$ cat src/verilog/flash_cfg_pkg.sv
// Package with constants, types and layouts for the flash base and configuration block
package flash_cfg_pkg;

    // Base register location in control-register space
    localparam logic [11:0] FBAR_CTL_ADDR    = 12'hC04;

    // Base register field positions
    localparam int          FBAR_BA_LO       = 19;
    localparam int          FBAR_WP_BIT      = 8;
    localparam int          FBAR_BDE_BIT     = 7;
    localparam int          FBAR_MASK_CPU    = 5;
    localparam int          FBAR_MASK_SC     = 4;
    localparam int          FBAR_MASK_SD     = 3;
    localparam int          FBAR_MASK_UC     = 2;
    localparam int          FBAR_MASK_UD     = 1;
    localparam int          FBAR_V_BIT       = 0;
    localparam logic [31:0] FBAR_WMASK       = 32'hFFF8_01BF;
    localparam logic [31:0] FBAR_RESET       = 32'h0000_0000;

    // Configuration field layout inside the array
    localparam logic [18:0] CFG_BASE_OFS     = 19'h0_0400;
    localparam int          CFG_FIELD_BYTES  = 24;
    localparam logic [2:0]  CFG_WORDS        = 3'h6;
    localparam logic [2:0]  CFG_KEY_HI_IDX   = 3'h0;
    localparam logic [2:0]  CFG_KEY_LO_IDX   = 3'h1;
    localparam logic [2:0]  CFG_PROT_IDX     = 3'h2;
    localparam logic [2:0]  CFG_SACC_IDX     = 3'h3;
    localparam logic [2:0]  CFG_DACC_IDX     = 3'h4;
    localparam logic [2:0]  CFG_SEC_IDX      = 3'h5;

    // Security state code in the security longword
    localparam int          SEC_STATE_HI     = 31;
    localparam int          SEC_STATE_LO     = 30;
    localparam logic [1:0]  SEC_SECURED_CODE = 2'h2;

    // Boot strap codes
    localparam logic [2:0]  BOOT_SINGLE_CHIP = 3'h6;
    localparam logic [2:0]  BOOT_MASTER      = 3'h7;
    localparam logic [1:0]  BOOT_INTERNAL    = 2'h0;

    // Backdoor alias and read timing
    localparam logic [31:0] BACKDOOR_OFS     = 32'h0400_0000;
    localparam logic [2:0]  RD_CYCLES        = 3'h2;
    localparam logic [2:0]  BD_EXTRA_CYCLES  = 3'h2;

    // Boot sequence states, Gray coded along the path
    typedef enum logic [1:0] {
        ST_STRAP = 2'b00,
        ST_LOAD  = 2'b01,
        ST_APPLY = 2'b11,
        ST_RUN   = 2'b10
    } boot_state_t;

    // Access space codes
    typedef enum logic [2:0] {
        SP_CPU = 3'h0,
        SP_SC  = 3'h1,
        SP_SD  = 3'h2,
        SP_UC  = 3'h3,
        SP_UD  = 3'h4
    } space_t;

    // Access request bundle
    typedef struct packed {
        logic        req;
        logic        write;
        logic        core;
        space_t      space;
        logic [31:0] addr;
    } access_req_t;

    // Debug port request bundle
    typedef struct packed {
        logic        wr;
        logic        rd;
        logic [11:0] addr;
        logic [31:0] wdata;
    } dbg_req_t;

    // Values applied from the configuration field
    typedef struct packed {
        logic [63:0] key;
        logic [31:0] prot;
        logic [31:0] sacc;
        logic [31:0] dacc;
        logic [31:0] sec;
    } cfg_vals_t;

endpackage : flash_cfg_pkg

$ cat src/verilog/cfg_store.sv
// Small word store holding the configuration field image
`timescale 1ns/1ns
module cfg_store
    import flash_cfg_pkg::*;
(
    input  wire logic        clk_sys,
    input  wire logic        rst_n,
    input  wire logic        clk_en,
    input  wire logic        we,
    input  wire logic [2:0]  waddr,
    input  wire logic [31:0] wdata,
    input  wire logic [2:0]  raddr,
    output logic      [31:0] rdata_q
);

    logic [7:0][31:0] mem_q;

    // One write port per entry
    genvar gi;
    generate
        for (gi = 0; gi < 8; gi++) begin : g_word
            always_ff @(posedge clk_sys or negedge rst_n) begin
                if (!rst_n) begin
                    mem_q[gi] <= 32'h0000_0000;
                end else if (clk_en && we && (waddr == 3'(gi))) begin
                    mem_q[gi] <= wdata;
                end
            end
        end
    endgenerate

    // Registered read port
    always_ff @(posedge clk_sys or negedge rst_n) begin
        if (!rst_n) begin
            rdata_q <= 32'h0000_0000;
        end else if (clk_en) begin
            rdata_q <= mem_q[raddr];
        end
    end

endmodule : cfg_store

$ cat src/verilog/flash_base_config.sv
// Flash base address register, boot validity and configuration field loader
//
// Summary of operation
// A 24-byte array region sets protection, access and security out of reset.
// Backdoor comparison key sits at array offsets 0x400 to 0x407.
// Sector protection word is read from array offsets 0x408 to 0x40B.
// Supervisor/user restriction word is read from offsets 0x40C to 0x40F.
// Program/data restriction word is read from offsets 0x410 to 0x413.
// Security longword is read from offsets 0x414 to 0x417.
// Processor control-register moves may write, never read, the base register.
// Debug port may both read and write the base register.
// Undefined base register bits ignore writes and read back as zero.
// Reset clears backdoor enable, blocking backdoor access until software sets it.
// Reset loads the valid bit from boot mode; other bits clear to zero.
// After external boot, software writes a valid base before any flash access.
// Non-core masters and programming writes use peripheral base plus 0x0400_0000.
// Backdoor reads take two cycles more than direct reads.
// Single-chip boot (config pin asserted, pins 110) marks flash valid.
// Internal master boot (pins 111, width pins 00) marks flash valid.
// Without config override, boot single-chip, valid, based at address zero.
// A secured configuration field forces flash valid regardless of boot mode.
// Base in 31:19, write protect 8, masks 5:1, valid 0.
// Base register sits at control-register location 0xC04.
// Write protect allows reads only; writes raise an access error.
// A set space mask turns matching accesses into non-flash references.
// Flash answers mapped accesses only while the valid bit is set.
// Base field decodes on a 512-Kbyte boundary anywhere in 4 Gbytes.
// Direct flash hit needs base match, valid set and unmasked access type.
// Configuration values are applied before the first flash access is served.
`timescale 1ns/1ns
module flash_base_config
    import flash_cfg_pkg::*;
(
    input  wire logic        clk_sys,
    input  wire logic        rst_n,
    input  wire logic        clk_en,
    // Boot straps
    input  wire logic        reset_config_pin_n,
    input  wire logic [2:0]  boot_mode_pins,
    input  wire logic [1:0]  boot_width_pins,
    // Processor control-register write port
    input  wire logic        ctl_wr,
    input  wire logic [11:0] ctl_addr,
    input  wire logic [31:0] ctl_wdata,
    // Debug port
    input  wire dbg_req_t    dbg,
    output logic      [31:0] dbg_rdata_q,
    output logic             dbg_rvalid_q,
    // Flash array configuration read port
    output logic             array_cfg_rd_q,
    output logic      [18:0] array_cfg_addr_q,
    input  wire logic [31:0] array_cfg_data,
    // Access decode
    input  wire logic [31:0] peripheral_base_register,
    input  wire access_req_t acc,
    output logic             acc_done_q,
    output logic             acc_hit_q,
    output logic             acc_backdoor_q,
    output logic             acc_error_q,
    output logic             acc_miss_q,
    // Register state
    output logic      [31:0] flash_base_register_q,
    output cfg_vals_t        cfg_q,
    output logic             secured_q,
    output logic             cfg_ready_q
);

    // Whole block state
    typedef struct packed {
        // Boot and field loader
        boot_state_t st;
        logic [2:0]  idx;
        logic [31:0] fbar;
        cfg_vals_t   cfg;
        logic        secured;
        logic        ready;
        // Array read port
        logic        cfg_rd;
        logic [18:0] cfg_addr;
        // Debug read return
        logic [31:0] dbg_rdata;
        logic        dbg_rvalid;
        // Access decode
        logic        busy;
        logic [2:0]  cnt;
        logic        done;
        logic        hit;
        logic        bdoor;
        logic        err;
        logic        miss;
    } state_t;

    // Current and next state
    state_t      q;
    state_t      d;

    // Store port signals
    logic        mem_we;
    logic [2:0]  mem_waddr;
    logic [31:0] mem_wdata;
    logic [2:0]  mem_raddr;
    logic [31:0] mem_rdata;

    // Decode helpers
    logic        boot_valid;
    logic [31:0] alias_base;
    logic        bd_match;
    logic        dir_match;
    logic        masked;
    logic [2:0]  idx_prev;

    // Configuration field image
    cfg_store u_cfg_store (
        .clk_sys (clk_sys),
        .rst_n   (rst_n),
        .clk_en  (clk_en),
        .we      (mem_we),
        .waddr   (mem_waddr),
        .wdata   (mem_wdata),
        .raddr   (mem_raddr),
        .rdata_q (mem_rdata)
    );

    // Boot mode decode from straps
    always_comb begin
        if (!reset_config_pin_n) begin
            boot_valid = (boot_mode_pins == BOOT_SINGLE_CHIP) ||
                         ((boot_mode_pins == BOOT_MASTER) &&
                          (boot_width_pins == BOOT_INTERNAL));
        end else begin
            boot_valid = 1'b1;
        end
    end

    // Address and space decode
    always_comb begin
        alias_base = peripheral_base_register + BACKDOOR_OFS;
        bd_match   = acc.addr[31:FBAR_BA_LO] == alias_base[31:FBAR_BA_LO];
        dir_match  = acc.addr[31:FBAR_BA_LO] == q.fbar[31:FBAR_BA_LO];
        unique case (acc.space)
            SP_CPU:  masked = q.fbar[FBAR_MASK_CPU];
            SP_SC:   masked = q.fbar[FBAR_MASK_SC];
            SP_SD:   masked = q.fbar[FBAR_MASK_SD];
            SP_UC:   masked = q.fbar[FBAR_MASK_UC];
            SP_UD:   masked = q.fbar[FBAR_MASK_UD];
            default: masked = 1'b1;
        endcase

        // Index of the word being written back
        idx_prev = 3'(q.idx - 3'h1);
    end

    // Next state
    always_comb begin
        d            = q;
        d.cfg_rd     = 1'b0;
        d.dbg_rvalid = 1'b0;
        d.done       = 1'b0;
        mem_we       = 1'b0;
        mem_waddr    = idx_prev;
        mem_wdata    = array_cfg_data;
        mem_raddr    = q.idx;

        // Boot sequence: straps, field load, apply
        unique case (q.st)
            ST_STRAP: begin
                d.fbar[FBAR_V_BIT] = boot_valid;
                d.idx              = 3'h0;
                d.st               = ST_LOAD;
            end
            ST_LOAD: begin
                if (q.idx < CFG_WORDS) begin
                    d.cfg_rd   = 1'b1;
                    d.cfg_addr = CFG_BASE_OFS + {14'h0000, q.idx, 2'b00};
                end

                // Store the word returned in the strobe cycle
                if (q.idx != 3'h0) begin
                    mem_we = 1'b1;
                end
                if (q.idx == CFG_WORDS) begin
                    d.idx = 3'h0;
                    d.st  = ST_APPLY;
                end else begin
                    d.idx = 3'(q.idx + 3'h1);
                end
            end
            ST_APPLY: begin
                if (q.idx != 3'h0) begin
                    unique case (idx_prev)
                        CFG_KEY_HI_IDX: d.cfg.key[63:32] = mem_rdata;
                        CFG_KEY_LO_IDX: d.cfg.key[31:0]  = mem_rdata;
                        CFG_PROT_IDX:   d.cfg.prot       = mem_rdata;
                        CFG_SACC_IDX:   d.cfg.sacc       = mem_rdata;
                        CFG_DACC_IDX:   d.cfg.dacc       = mem_rdata;
                        CFG_SEC_IDX:    d.cfg.sec        = mem_rdata;
                        default:        d.cfg.sec        = q.cfg.sec;
                    endcase
                end

                // Last word: security check, then ready
                if (q.idx == CFG_WORDS) begin
                    d.secured = mem_rdata[SEC_STATE_HI:SEC_STATE_LO] == SEC_SECURED_CODE;
                    if (d.secured) begin
                        d.fbar[FBAR_V_BIT] = 1'b1;
                    end
                    d.ready = 1'b1;
                    d.st    = ST_RUN;
                end else begin
                    d.idx = 3'(q.idx + 3'h1);
                end
            end
            ST_RUN: begin
                d.st = ST_RUN;
            end
        endcase

        // Processor write; no read path exists on this port
        if (ctl_wr && (ctl_addr == FBAR_CTL_ADDR)) begin
            d.fbar = ctl_wdata & FBAR_WMASK;
        end

        // Debug port; its write takes priority over a processor write
        if (dbg.wr && (dbg.addr == FBAR_CTL_ADDR)) begin
            d.fbar = dbg.wdata & FBAR_WMASK;
        end
        if (dbg.rd) begin
            d.dbg_rvalid = 1'b1;
            d.dbg_rdata  = (dbg.addr == FBAR_CTL_ADDR) ? q.fbar : 32'h0000_0000;
        end

        // Access countdown
        if (q.busy) begin
            d.cnt = 3'(q.cnt - 3'h1);
            if (q.cnt == 3'h1) begin
                d.done = 1'b1;
                d.busy = 1'b0;
            end
        end else if (acc.req) begin
            d.hit   = 1'b0;
            d.bdoor = 1'b0;
            d.err   = 1'b0;
            d.miss  = 1'b0;

            // Backdoor alias first, then the direct window
            if (q.ready && bd_match && q.fbar[FBAR_BDE_BIT]) begin
                d.bdoor = 1'b1;
                if (acc.write && q.fbar[FBAR_WP_BIT]) begin
                    d.err  = 1'b1;
                    d.done = 1'b1;
                end else begin
                    d.hit  = 1'b1;
                    d.busy = 1'b1;
                    d.cnt  = acc.write ? RD_CYCLES
                                       : 3'(RD_CYCLES + BD_EXTRA_CYCLES);
                end
            end else if (q.ready && acc.core && !bd_match && dir_match &&
                         q.fbar[FBAR_V_BIT] && !masked) begin
                if (acc.write && q.fbar[FBAR_WP_BIT]) begin
                    d.err  = 1'b1;
                    d.done = 1'b1;
                end else begin
                    d.hit  = 1'b1;
                    d.busy = 1'b1;
                    d.cnt  = RD_CYCLES;
                end
            end else begin
                d.miss = 1'b1;
                d.done = 1'b1;
            end
        end
    end

    // State register
    always_ff @(posedge clk_sys or negedge rst_n) begin
        if (!rst_n) begin
            q            <= '0;
            q.st         <= ST_STRAP;
            q.fbar       <= FBAR_RESET;
        end else if (clk_en) begin
            q <= d;
        end
    end

    // Outputs straight from the state register
    always_comb begin
        dbg_rdata_q           = q.dbg_rdata;
        dbg_rvalid_q          = q.dbg_rvalid;
        // Array read port
        array_cfg_rd_q        = q.cfg_rd;
        array_cfg_addr_q      = q.cfg_addr;
        // Access answer
        acc_done_q            = q.done;
        acc_hit_q             = q.hit;
        acc_backdoor_q        = q.bdoor;
        acc_error_q           = q.err;
        acc_miss_q            = q.miss;
        // Register state
        flash_base_register_q = q.fbar;
        cfg_q                 = q.cfg;
        secured_q             = q.secured;
        cfg_ready_q           = q.ready;
    end

endmodule : flash_base_config

$ cat config.mk
export PLATFORM = sky130hd
export DESIGN_NAME = flash_base_config
export DESIGN_NICKNAME = d
export VERILOG_FILES = /design/src/verilog/flash_cfg_pkg.sv /design/src/verilog/cfg_store.sv /design/src/verilog/flash_base_config.sv
export SDC_FILE = /design/constraint.sdc
export NUM_CORES = 1
export LEC_CHECK = 0
export ABC_AREA = 1
export BUFFER_PORTS_ARGS = -buffer_cell sky130_fd_sc_hd__buf_2
export CORE_ASPECT_RATIO = 1.1
export CORE_MARGIN = 5
export CORE_UTILIZATION = 30
export CTS_CLUSTER_DIAMETER = 120
export DETAILED_ROUTE_END_ITERATION = 7
export PLACE_DENSITY = 0.45
export SLEW_MARGIN = 10
export SYNTH_ARGS = -nofsm -noshare
export SYNTH_HDL_FRONTEND = slang
export SYNTH_HIERARCHICAL = 1
export SYNTH_SLANG_ARGS = --single-unit
$ cat constraint.sdc
create_clock -name clk_sys -period 2.9 [get_ports clk_sys]
set_input_delay 0.58 -clock clk_sys [delete_from_list [all_inputs] [get_ports clk_sys]]
set_output_delay 0.58 -clock clk_sys [all_outputs]
set_load 0.02 [all_outputs]
## Word-level counts from Yosys, hierarchy flattened

Index checks and enable logic that the tools add are counted.

- $add $sub $neg: 5
- Reductions and logical operators: 48
- Bitwise operators: 1
- Equal/unequal tests: 29
- Mux-type cells: 39
- Magnitude comparators: 2

Operator list:

| cell | number |
|---|---|
| $mux W32 | 4 |
| $bmux W32 S3 | 1 |
| $mux W20 | 2 |
| $add A32 B27 Y32 const B | 1 |
| $reduce_and A4 Y1 | 8 |
| $eq A13 B13 Y1 | 2 |
| $eq A12 B12 Y1 const B | 2 |
| $eq A3 B3 Y1 const B | 8 |
| $logic_and A1 B1 Y1 | 20 |
| $mux W1 | 17 |
| $reduce_and A3 Y1 | 5 |
| $add A11 B5 Y12 const A | 1 |
| $eq A3 B2 Y1 const B | 4 |
| $mux W4 | 3 |
| $eq A3 B1 Y1 const B | 3 |
| $mux W3 | 3 |
| $mux W9 | 1 |
| $pmux W3 S3 | 1 |
| $reduce_bool A3 Y1 | 3 |
| $ne A2 B2 Y1 const B | 4 |
| $ne A4 B4 Y1 const B | 2 |
| $pmux W2 S4 | 1 |
| $eq A2 B2 Y1 const B | 3 |
| $logic_not A3 Y1 | 2 |
| 17 further kinds | 23 |

- Bits of input ports: 202
- Register bits after elaboration: 581
- Output and inout bits: 284

## Logic depth before layout (Yosys ltp)

Gate-level depths: netlist of run 1.

- Depth after elaboration: 11
- Mapped depth: 15
- Mapped depth without buffers: 15

## Cells and area by module

Netlist of run 1, hierarchy kept.

By module, submodules not included:

| module | area each (um^2) | cells an instance | instances |
|---|---|---|---|
| cfg_store | 13696.9 | 1726 | 1 |
| flash_base_config | 12946.2 | 1476 | 1 |

## Least setup slack after synthesis of run 1

No wires, ideal clock.

- Path kind: register to register
- From: reg q (netlist bit mem_raddr[0])
- To: reg q (netlist bit cfg_q[100])
- Data required time: 2.767 ns
- Cell stages (with the launch flop): 9
- Period minus slack after synthesis: 2.226 ns
- Arrival: 2.093 ns
- Slack: 0.674 ns
- Library setup time: 0.133 ns
- Path through: dfrtp_1 -> inv_1 -> ha_1 -> ha_1 -> inv_1 -> nand3_1 -> nor2_2 -> clkbuf_1 -> a21oi_1

- Longest elaborated chain between the ends: 3
- Elaborated cells between the ends (all ways): 4

Ends and longest elaborated chain:

| item | RTL line | RTL |
|---|---|---|
| start, declared | flash_base_config.sv:94 | `state_t q;` |
| $sub A3 B1 Y3 | flash_base_config.sv:150 | `idx_prev = 3'(q.idx - 3'h1);` |
| named net idx_prev[0] | flash_base_config.sv:110 | `logic [2:0] idx_prev;` |
| $eq A3 B2 Y1 | flash_base_config.sv:190 | `unique case (idx_prev)` |
| $reduce_and A4 Y1 (no source line) | n/a |  |

The timed path passes the listed nets, and every way through them passes these cells.
A chain may end at the register's enable or synchronous reset.

## Final worst setup path of run 1

- From: reg q (netlist bit mem_raddr[0])
- To: reg q (netlist bit cfg_q[187])

- Longest elaborated chain between the ends: 3
- Elaborated cells between the ends (all ways): 4

Ends and longest elaborated chain:

| item | RTL line |
|---|---|
| $sub A3 B1 Y3 | flash_base_config.sv:150 |
| $logic_not A3 Y1 | flash_base_config.sv:190 |
| $reduce_and A4 Y1 (no source line) (*) | n/a |

Every way passes the cells marked *; elsewhere a longest branch is shown, timed or not.

==> results of run 1 <==
sequential cells by signal, indices dropped and copies added, names as in the netlist:
register / cells
u_cfg_store/mem_q: 256
cfg_q: 192
u_cfg_store/rdata_q: 32
dbg_rdata_q: 22
flash_base_register_q: 21
q: 6
array_cfg_addr_q: 4
mem_raddr: 3
acc_backdoor_q: 1
acc_done_q: 1
acc_error_q: 1
acc_hit_q: 1
acc_miss_q: 1
array_cfg_rd_q: 1
cfg_ready_q: 1
dbg_rvalid_q: 1
secured_q: 1
layer usage:
metal  vias to the layer above  track usage (%)  share of wire [%]
met5                         -                0                  0
met4                         0            3.251                1.8
met3                        94            2.444                4.4
met2                       373            26.84                 47
met1                      9322            23.03                 47
li1                      10050                -                  -
layout make-up:
class / count / area (um2) / area share, %
diodes: 1 / 2.502 / 0.008323
repair buffers: 462 / 2808 / 9.338
well taps: 1160 / 1451 / 4.827
clock buffers: 90 / 1777 / 5.909
multi-input cells: 1916 / 8862 / 29.48
flip-flops and latches: 545 / 13640 / 45.38
clock inverters: 19 / 254.0 / 0.8448
inverters: 337 / 1267 / 4.216
path summary, 6_finish.rpt:
path	start	end	slack, ns	cells past startpoint
max reg2reg	mem_raddr[0]$_DFFE_PN0P_	cfg_q[187]$_DFFE_PN0P_	0.60	7
max in group asynchronous	rst_n	cfg_q[48]$_DFFE_PN0P_	1.45	3
min in group asynchronous	rst_n	u_cfg_store/mem_q[36]$_DFFE_PN0P_	0.47	2
min	dbg[23]	flash_base_register_q[23]$_DFFE_PN0P_	0.21	3
max	mem_raddr[0]$_DFFE_PN0P_	cfg_q[187]$_DFFE_PN0P_	0.60	7
min reg2reg	array_cfg_addr_q[10]$_DFFE_PN0P_	array_cfg_addr_q[10]$_DFFE_PN0P_	0.46	2
stage by stage:
step | power, mW | std cells | setup WS (ns) | util [%]
after floorplan | 22.20 | 3227 | 0.6741 | -
after global placement | 24.66 | 4419 | 0.4939 | 31.84
after detailed placement | 24.82 | 4419 | 0.5169 | 31.84
after CTS | 32.93 | 4529 | 0.5182 | 34.16
after global routing | 34.94 | 4529 | 0.3871 | 34.16
final | 32.35 | 4530 | 0.5994 | 34.16
power groups by stage:
stage	Sequential (mW)	Clock, mW	Combinational, mW
floorplan	12.0	0	10.2
global placement	12.4	0	12.3
detailed placement	12.4	0	12.4
CTS	12.3	8.17	12.5
global route	12.7	8.47	13.8
finish	12.3	7.87	12.2
cell usage in the layout, fill, tap and decap left out, drive strengths merged:
| master | Yosys | layout |
|---|---|---|
| a211oi | 1 | 1 |
| a21o | 6 | 6 |
| a21oi | 181 | 181 |
| a22o | 1 | 1 |
| a22oi | 1 | 1 |
| a31o | 1 | 1 |
| a31oi | 3 | 3 |
| a32o | 1 | 1 |
| buf | 393 | 461 |
| bufinv | 0 | 5 |
| clkbuf | 36 | 90 |
| clkinv | 1 | 12 |
| clkinvlp | 0 | 2 |
| conb | 1 | 26 |
| dfrtp | 545 | 545 |
| diode | 0 | 1 |
| dlygate4sd3 | 0 | 1 |
| ha | 14 | 14 |
| inv | 336 | 337 |
| mux2 | 1 | 1 |
| nand2 | 877 | 877 |
| nand3 | 229 | 229 |
| nand4 | 2 | 2 |
| nor2 | 214 | 214 |
| nor3 | 5 | 5 |
| nor4 | 1 | 1 |
| o211ai | 1 | 1 |
| o21ai | 324 | 324 |
| o21bai | 3 | 3 |
| o31ai | 13 | 13 |
| or2 | 1 | 1 |
| xnor2 | 8 | 8 |
| xor2 | 2 | 2 |
logic make-up after synthesis:
kind of cell	after synthesis	synth area share (%)
buffers and inverters	766	15.98
adders and majority gates	14	0.6575
other	1	0.01407
muxes	1	0.04226
and+or+nand+nor	1329	20.48
xor gates and xnor gates	10	0.3288
DFF	545	51.19
AOI/OAI and AO/OA	536	11.31
critical path, cell delays in order, from the launching register on:
cell,delay (ns)
dfrtp_4,0.44
buf_4,0.62
ha_1,0.34
nand2_4,0.08
nor3_4,0.15
buf_12,0.29
nor2_1,0.10
a21oi_2,0.11
==> metrics, run 1 <==
Worst slew margin=43.43%; most frequent cells after synthesis=nand2_1 (866), dfrtp_1 (545), inv_1 (330), buf_4 (283), nand3_1 (227); Setup crit end kind=register; WP data arrival=2.86 ns; share of cells above drive strength 1=19.47%; Initial Util=30.27%; H-tree lvl count=2; clock net sink count=545; CTS tree=yes; Min Hold Slack=0.2129 ns; Cell Area, Synth=26,640 um2; Synth top area share=51.19%; Post-synth EDFFs=0; initial antenna violation count=2; initial drt markers=1,215; num ports=486; top-count cell post-synth=nand2_1; VDD IR max=601.7 uV; largest net degree at the start of global routing=68; clk_skew=0.02654 ns; minimum clock period=2.301 ns; synth unique cells=45; clock latency on the worst-skew pair=0.63 ns; PwrDens=1076 nW/um2; Power Internal=19.39 mW; CTS clk-pin slew, worst paths=0.06 ns; power share of the sequential group=37.9%; status=completed; Final TNS setup=0 ns; Hold-fix buffers, CTS=1; max-slew violation count=0; post-route ant nets=0; Final period util=79.33%; placer congestion estimate=0.8447; die span in y=322.6 um; via count=19,840; max-cap check violation count=0; root buffer cell=clkbuf_16; # rows=114; combinational power share=37.7%; synth top area cells=dfrtp_1 (51%), nand2_1 (12%), buf_4 (8.0%); post-synth top area cell=dfrtp_1; sequential area share after synthesis=51.19%; Sw Ratio=40.07%; Post-synth top flop=dfrtp_1; Layout Nets=3,539; WP data required=3.46 ns; worst min-delay path class=primary input to register; Yosys reg bits=545; Avg WL per Cell=17.42 um; critical path class=register to register; Clk pwr share=24.3%; Die ar.=94,880 um2; Cells after Synth=3,202; crit-path max FO=67; Final Cell Area=30,070 um2; cts bufs inserted=61; final hold viol count=0; Static Leak=15.43 nW; sum of net half-perimeters after detailed placement=54.08 mm; Switch Pwr=12.97 mW; DR pass1 iterations=5; synthesized area per cell=8.321 um2; first-pass GRT wire length=121.3 mm; Area Overhead vs Synth=12.85%; gr usage total=16.29%; total gr overflow=0; via density per instance=4.380; Final setup viols=0; RSZ-0062 raised after global routing=false; CTS Buffer Depth=3; fillers=9,324; number of global-route vias before repair=19,260; Async SR Flop Fraction=100.0%; Max Clk Rate=0.4347 GHz; die span in x=294.1 um; # DRC=0; CORE AREA=88,010 um2; critical path startpoint category=register; # port buffers=399; Slew @ Worst Pin=0.8486 ns; Post-Route WL=78.89 mm; synth warn=6; post-placement cell area=28,020 um2; post-CTS setup buffer count=0; PostCTS Resize Cnt=0
(Power assumes the default switching activity.)
==> inputs of run 2 (changes only) <==
--- a/config.mk
+++ b/config.mk
@@ -5,14 +5,14 @@
 export SDC_FILE = /design/constraint.sdc
 export NUM_CORES = 1
 export LEC_CHECK = 0
-export ABC_AREA = 1
+export ABC_AREA = 0
 export BUFFER_PORTS_ARGS = -buffer_cell sky130_fd_sc_hd__buf_2
 export CORE_ASPECT_RATIO = 1.1
 export CORE_MARGIN = 5
 export CORE_UTILIZATION = 30
 export CTS_CLUSTER_DIAMETER = 120
 export DETAILED_ROUTE_END_ITERATION = 7
-export PLACE_DENSITY = 0.45
+export PLACE_DENSITY = 0.47
 export SLEW_MARGIN = 10
 export SYNTH_ARGS = -nofsm -noshare
 export SYNTH_HDL_FRONTEND = slang
==> constraint.sdc (replaced) <==
create_clock -name clk_sys -period 2.05 [get_ports clk_sys]
set_input_delay 0.41 -clock clk_sys [delete_from_list [all_inputs] [get_ports clk_sys]]
set_output_delay 0.41 -clock clk_sys [all_outputs]
set_load 0.02 [all_outputs]
==> run 2 against run 1 <==
  * The run now ends with setup timing left
  * Via count is 17% lower
  * Final area is 4.8% higher
  * Setup slack worse by 0.69 ns
  * Register-to-register slack worse by 0.69 ns
  * Largest cell class unchanged
==> metrics, run 2 <==
Layout Nets=2,496; Synth top area share=53.12%; placer congestion estimate=0.8708; max-cap check violation count=0; Async SR Flop Fraction=100.0%; WP data arrival=2.61 ns; VDD IR max=756.2 uV; Largest Register=u_cfg_store/mem_q; clock latency on the worst-skew pair=0.62 ns; synth warn=6; clock net sink count=545; crit-path max FO=5; synth unique cells=52; critical path startpoint category=register; Initial Util=30.23%; die span in x=288.9 um; sum of net half-perimeters after detailed placement=50.66 mm; fin worst setup slack=-0.08559 ns; Die ar.=91,540 um2; Final TNS setup=-4.689 ns; WP data required=2.52 ns; Cells after Synth=2,016; Setup crit end kind=register; most frequent cells after synthesis=dfrtp_1 (545), mux2_2 (440), buf_4 (279), mux2i_1 (98), nor2b_1 (68); largest net degree at the start of global routing=87; via density per instance=4.763; Worst slew margin=47.12%; # port buffers=399; share of cells above drive strength 1=49.44%; status=finished with violations; total gr overflow=0; synth top area cells=dfrtp_1 (53%), mux2_2 (19%), buf_4 (8.2%); Yosys reg bits=545; clk_skew=0.03540 ns; CTS tree=yes; CORE AREA=84,920 um2; # rows=112; root buffer cell=clkbuf_16; Post-synth top flop=dfrtp_1; PwrDens=1411 nW/um2; synthesized area per cell=12.74 um2; final hold viol count=0; Final period util=104.2%; max-slew violation count=0; Final setup viols=149; RSZ-0062 raised after global routing=true; max reg flops=256; die span in y=316.8 um; Post-synth EDFFs=0; sequential area share after synthesis=53.12%; failing checks=setup timing; via count=16,550; num ports=486; worst min-delay path class=primary input to register; fillers=8,201; H-tree lvl count=2; DR pass1 iterations=5; Slew @ Worst Pin=0.7932 ns; first-pass GRT wire length=111.5 mm; post-route ant nets=0; post-synth top area cell=dfrtp_1; Reg area=13,640 um2; gr usage total=16.05%; Finished Layout Cells=3,475; CTS clk-pin slew, worst paths=0.06 ns; # DRC=0; top-count cell post-synth=dfrtp_1; number of global-route vias before repair=16,910; Avg WL per Cell=22.86 um; Area Overhead vs Synth=22.70%; Multi-input gate area=9945 um2; Max Clk Rate=0.4683 GHz; minimum clock period=2.136 ns; CTS Buffer Depth=3; Static Leak=15.36 nW; cts bufs inserted=59; DP Cell Count=3,319; Post-Route WL=79.43 mm; most frequent cells in the layout=dfrtp_1 (542), buf_2 (397), mux2_2 (391); Cell Area, Synth=25,670 um2; most common cell after layout, fill and taps aside=dfrtp_1; initial antenna violation count=19; initial drt markers=873; critical path class=register to register
==> run 2: changes by cell type after synthesis, moves of 48 or more <==
cell and change:
mux2i_1 +98, a21oi_1 -136, nor2b_1 +68, o21ai_2 -48, nand3_1 -186, inv_1 -318, nor2_1 -161, o21ai_1 -158
nand2_1 -800, o21ai_0 -83, mux2_2 +439
==> run 2: final timing paths <==
kind / from / to / slack [ns] / cells after the start
setup / recovery: mem_raddr[0]$_DFFE_PN0P_ / u_cfg_store/mem_q[29]$_DFFE_PN0P_ / -0.09 / 8
hold / removal: array_cfg_data[6] / u_cfg_store/mem_q[38]$_DFFE_PN0P_ / 0.12 / 2
setup reg to reg: mem_raddr[0]$_DFFE_PN0P_ / u_cfg_store/mem_q[29]$_DFFE_PN0P_ / -0.09 / 8
hold reg to reg: array_cfg_addr_q[10]$_DFFE_PN0P_ / array_cfg_addr_q[10]$_DFFE_PN0P_ / 0.47 / 1
max in group asynchronous: rst_n / cfg_q[150]$_DFFE_PN0P_ / 0.88 / 3
min in group asynchronous: rst_n / u_cfg_store/mem_q[46]$_DFFE_PN0P_ / 0.32 / 2
==> run 2: layer usage <==
metal  vias up  part of all wire (%)  GRT usage (%)
li1       7382                     -              -
met1      8596                    44          21.35
met2       469                    49          27.04
met3        96                   5.7          3.247
met4         8                   1.8          3.863
met5         -                 0.077              0
==> run 2: critical path: stages, from the launching register on <==
cell,delay (ns)
dfrtp_4,0.43
inv_4,0.05
ha_4,0.16
nand2b_4,0.06
and2_4,0.14
nand3b_1,0.12
or3_4,0.52
buf_12,0.19
mux2_4,0.29
==> run 2: power by group <==
part	switching [mW]	internal [mW]
clock	4.48	7.17
combinational	7.72	7.39
sequential	2.82	14.9
total	15.0	29.4
==> run 2: final cells by class <==
type,count,share of cell area [%]
Antenna cell,7,0.05561
Clock buffer,79,5.374
Clock inverter,30,1.493
Inverter,12,0.1509
Multi-Input combinational cell,1101,31.57
Sequential cell,545,43.31
Tap cell,1140,4.528
Timing Repair Buffer,561,13.52
==> run 2: logic make-up (layout without fill, tap and decap cells) <==
kind of cell / after synthesis / in the layout / synth area share, %
AOI/OAI and AO/OA: 201 / 201 / 5.673
and+or+nand+nor: 281 / 281 / 5.668
other: 1 / 33 / 0.01461
xor gates and xnor gates: 26 / 26 / 0.8869
muxes: 553 / 553 / 23.79
adders and majority gates: 14 / 14 / 0.6823
DFF: 545 / 545 / 53.12
buffers and inverters: 395 / 682 / 10.17
==> run 2: what timing repair did <==
item                       in CTS  in global routing
hold endpoints to repair       31                  0
setup endpoints to repair     334                326
hold buffers                    1                  0
cloned                         10                 16
pin swaps                       2                  6
buffers inserted                9                  8
gates resized for setup        27                 85
==> run 2: per-stage QoR <==
stage	utilization, %	power, mW	setup slack (ns)	hold WS [ns]	area, um2
after floorplan	-	28.12	-0.009852	0.1144	25810
after global placement	33.09	31.54	-0.3026	0.3567	28100
after detailed placement	33.09	32.10	-0.3174	0.3629	28100
after CTS	36.25	44.38	-0.1105	0.06874	30790
after global routing	37.08	46.86	-0.1286	0.09027	31490
final	37.09	44.44	-0.08559	0.1205	31500
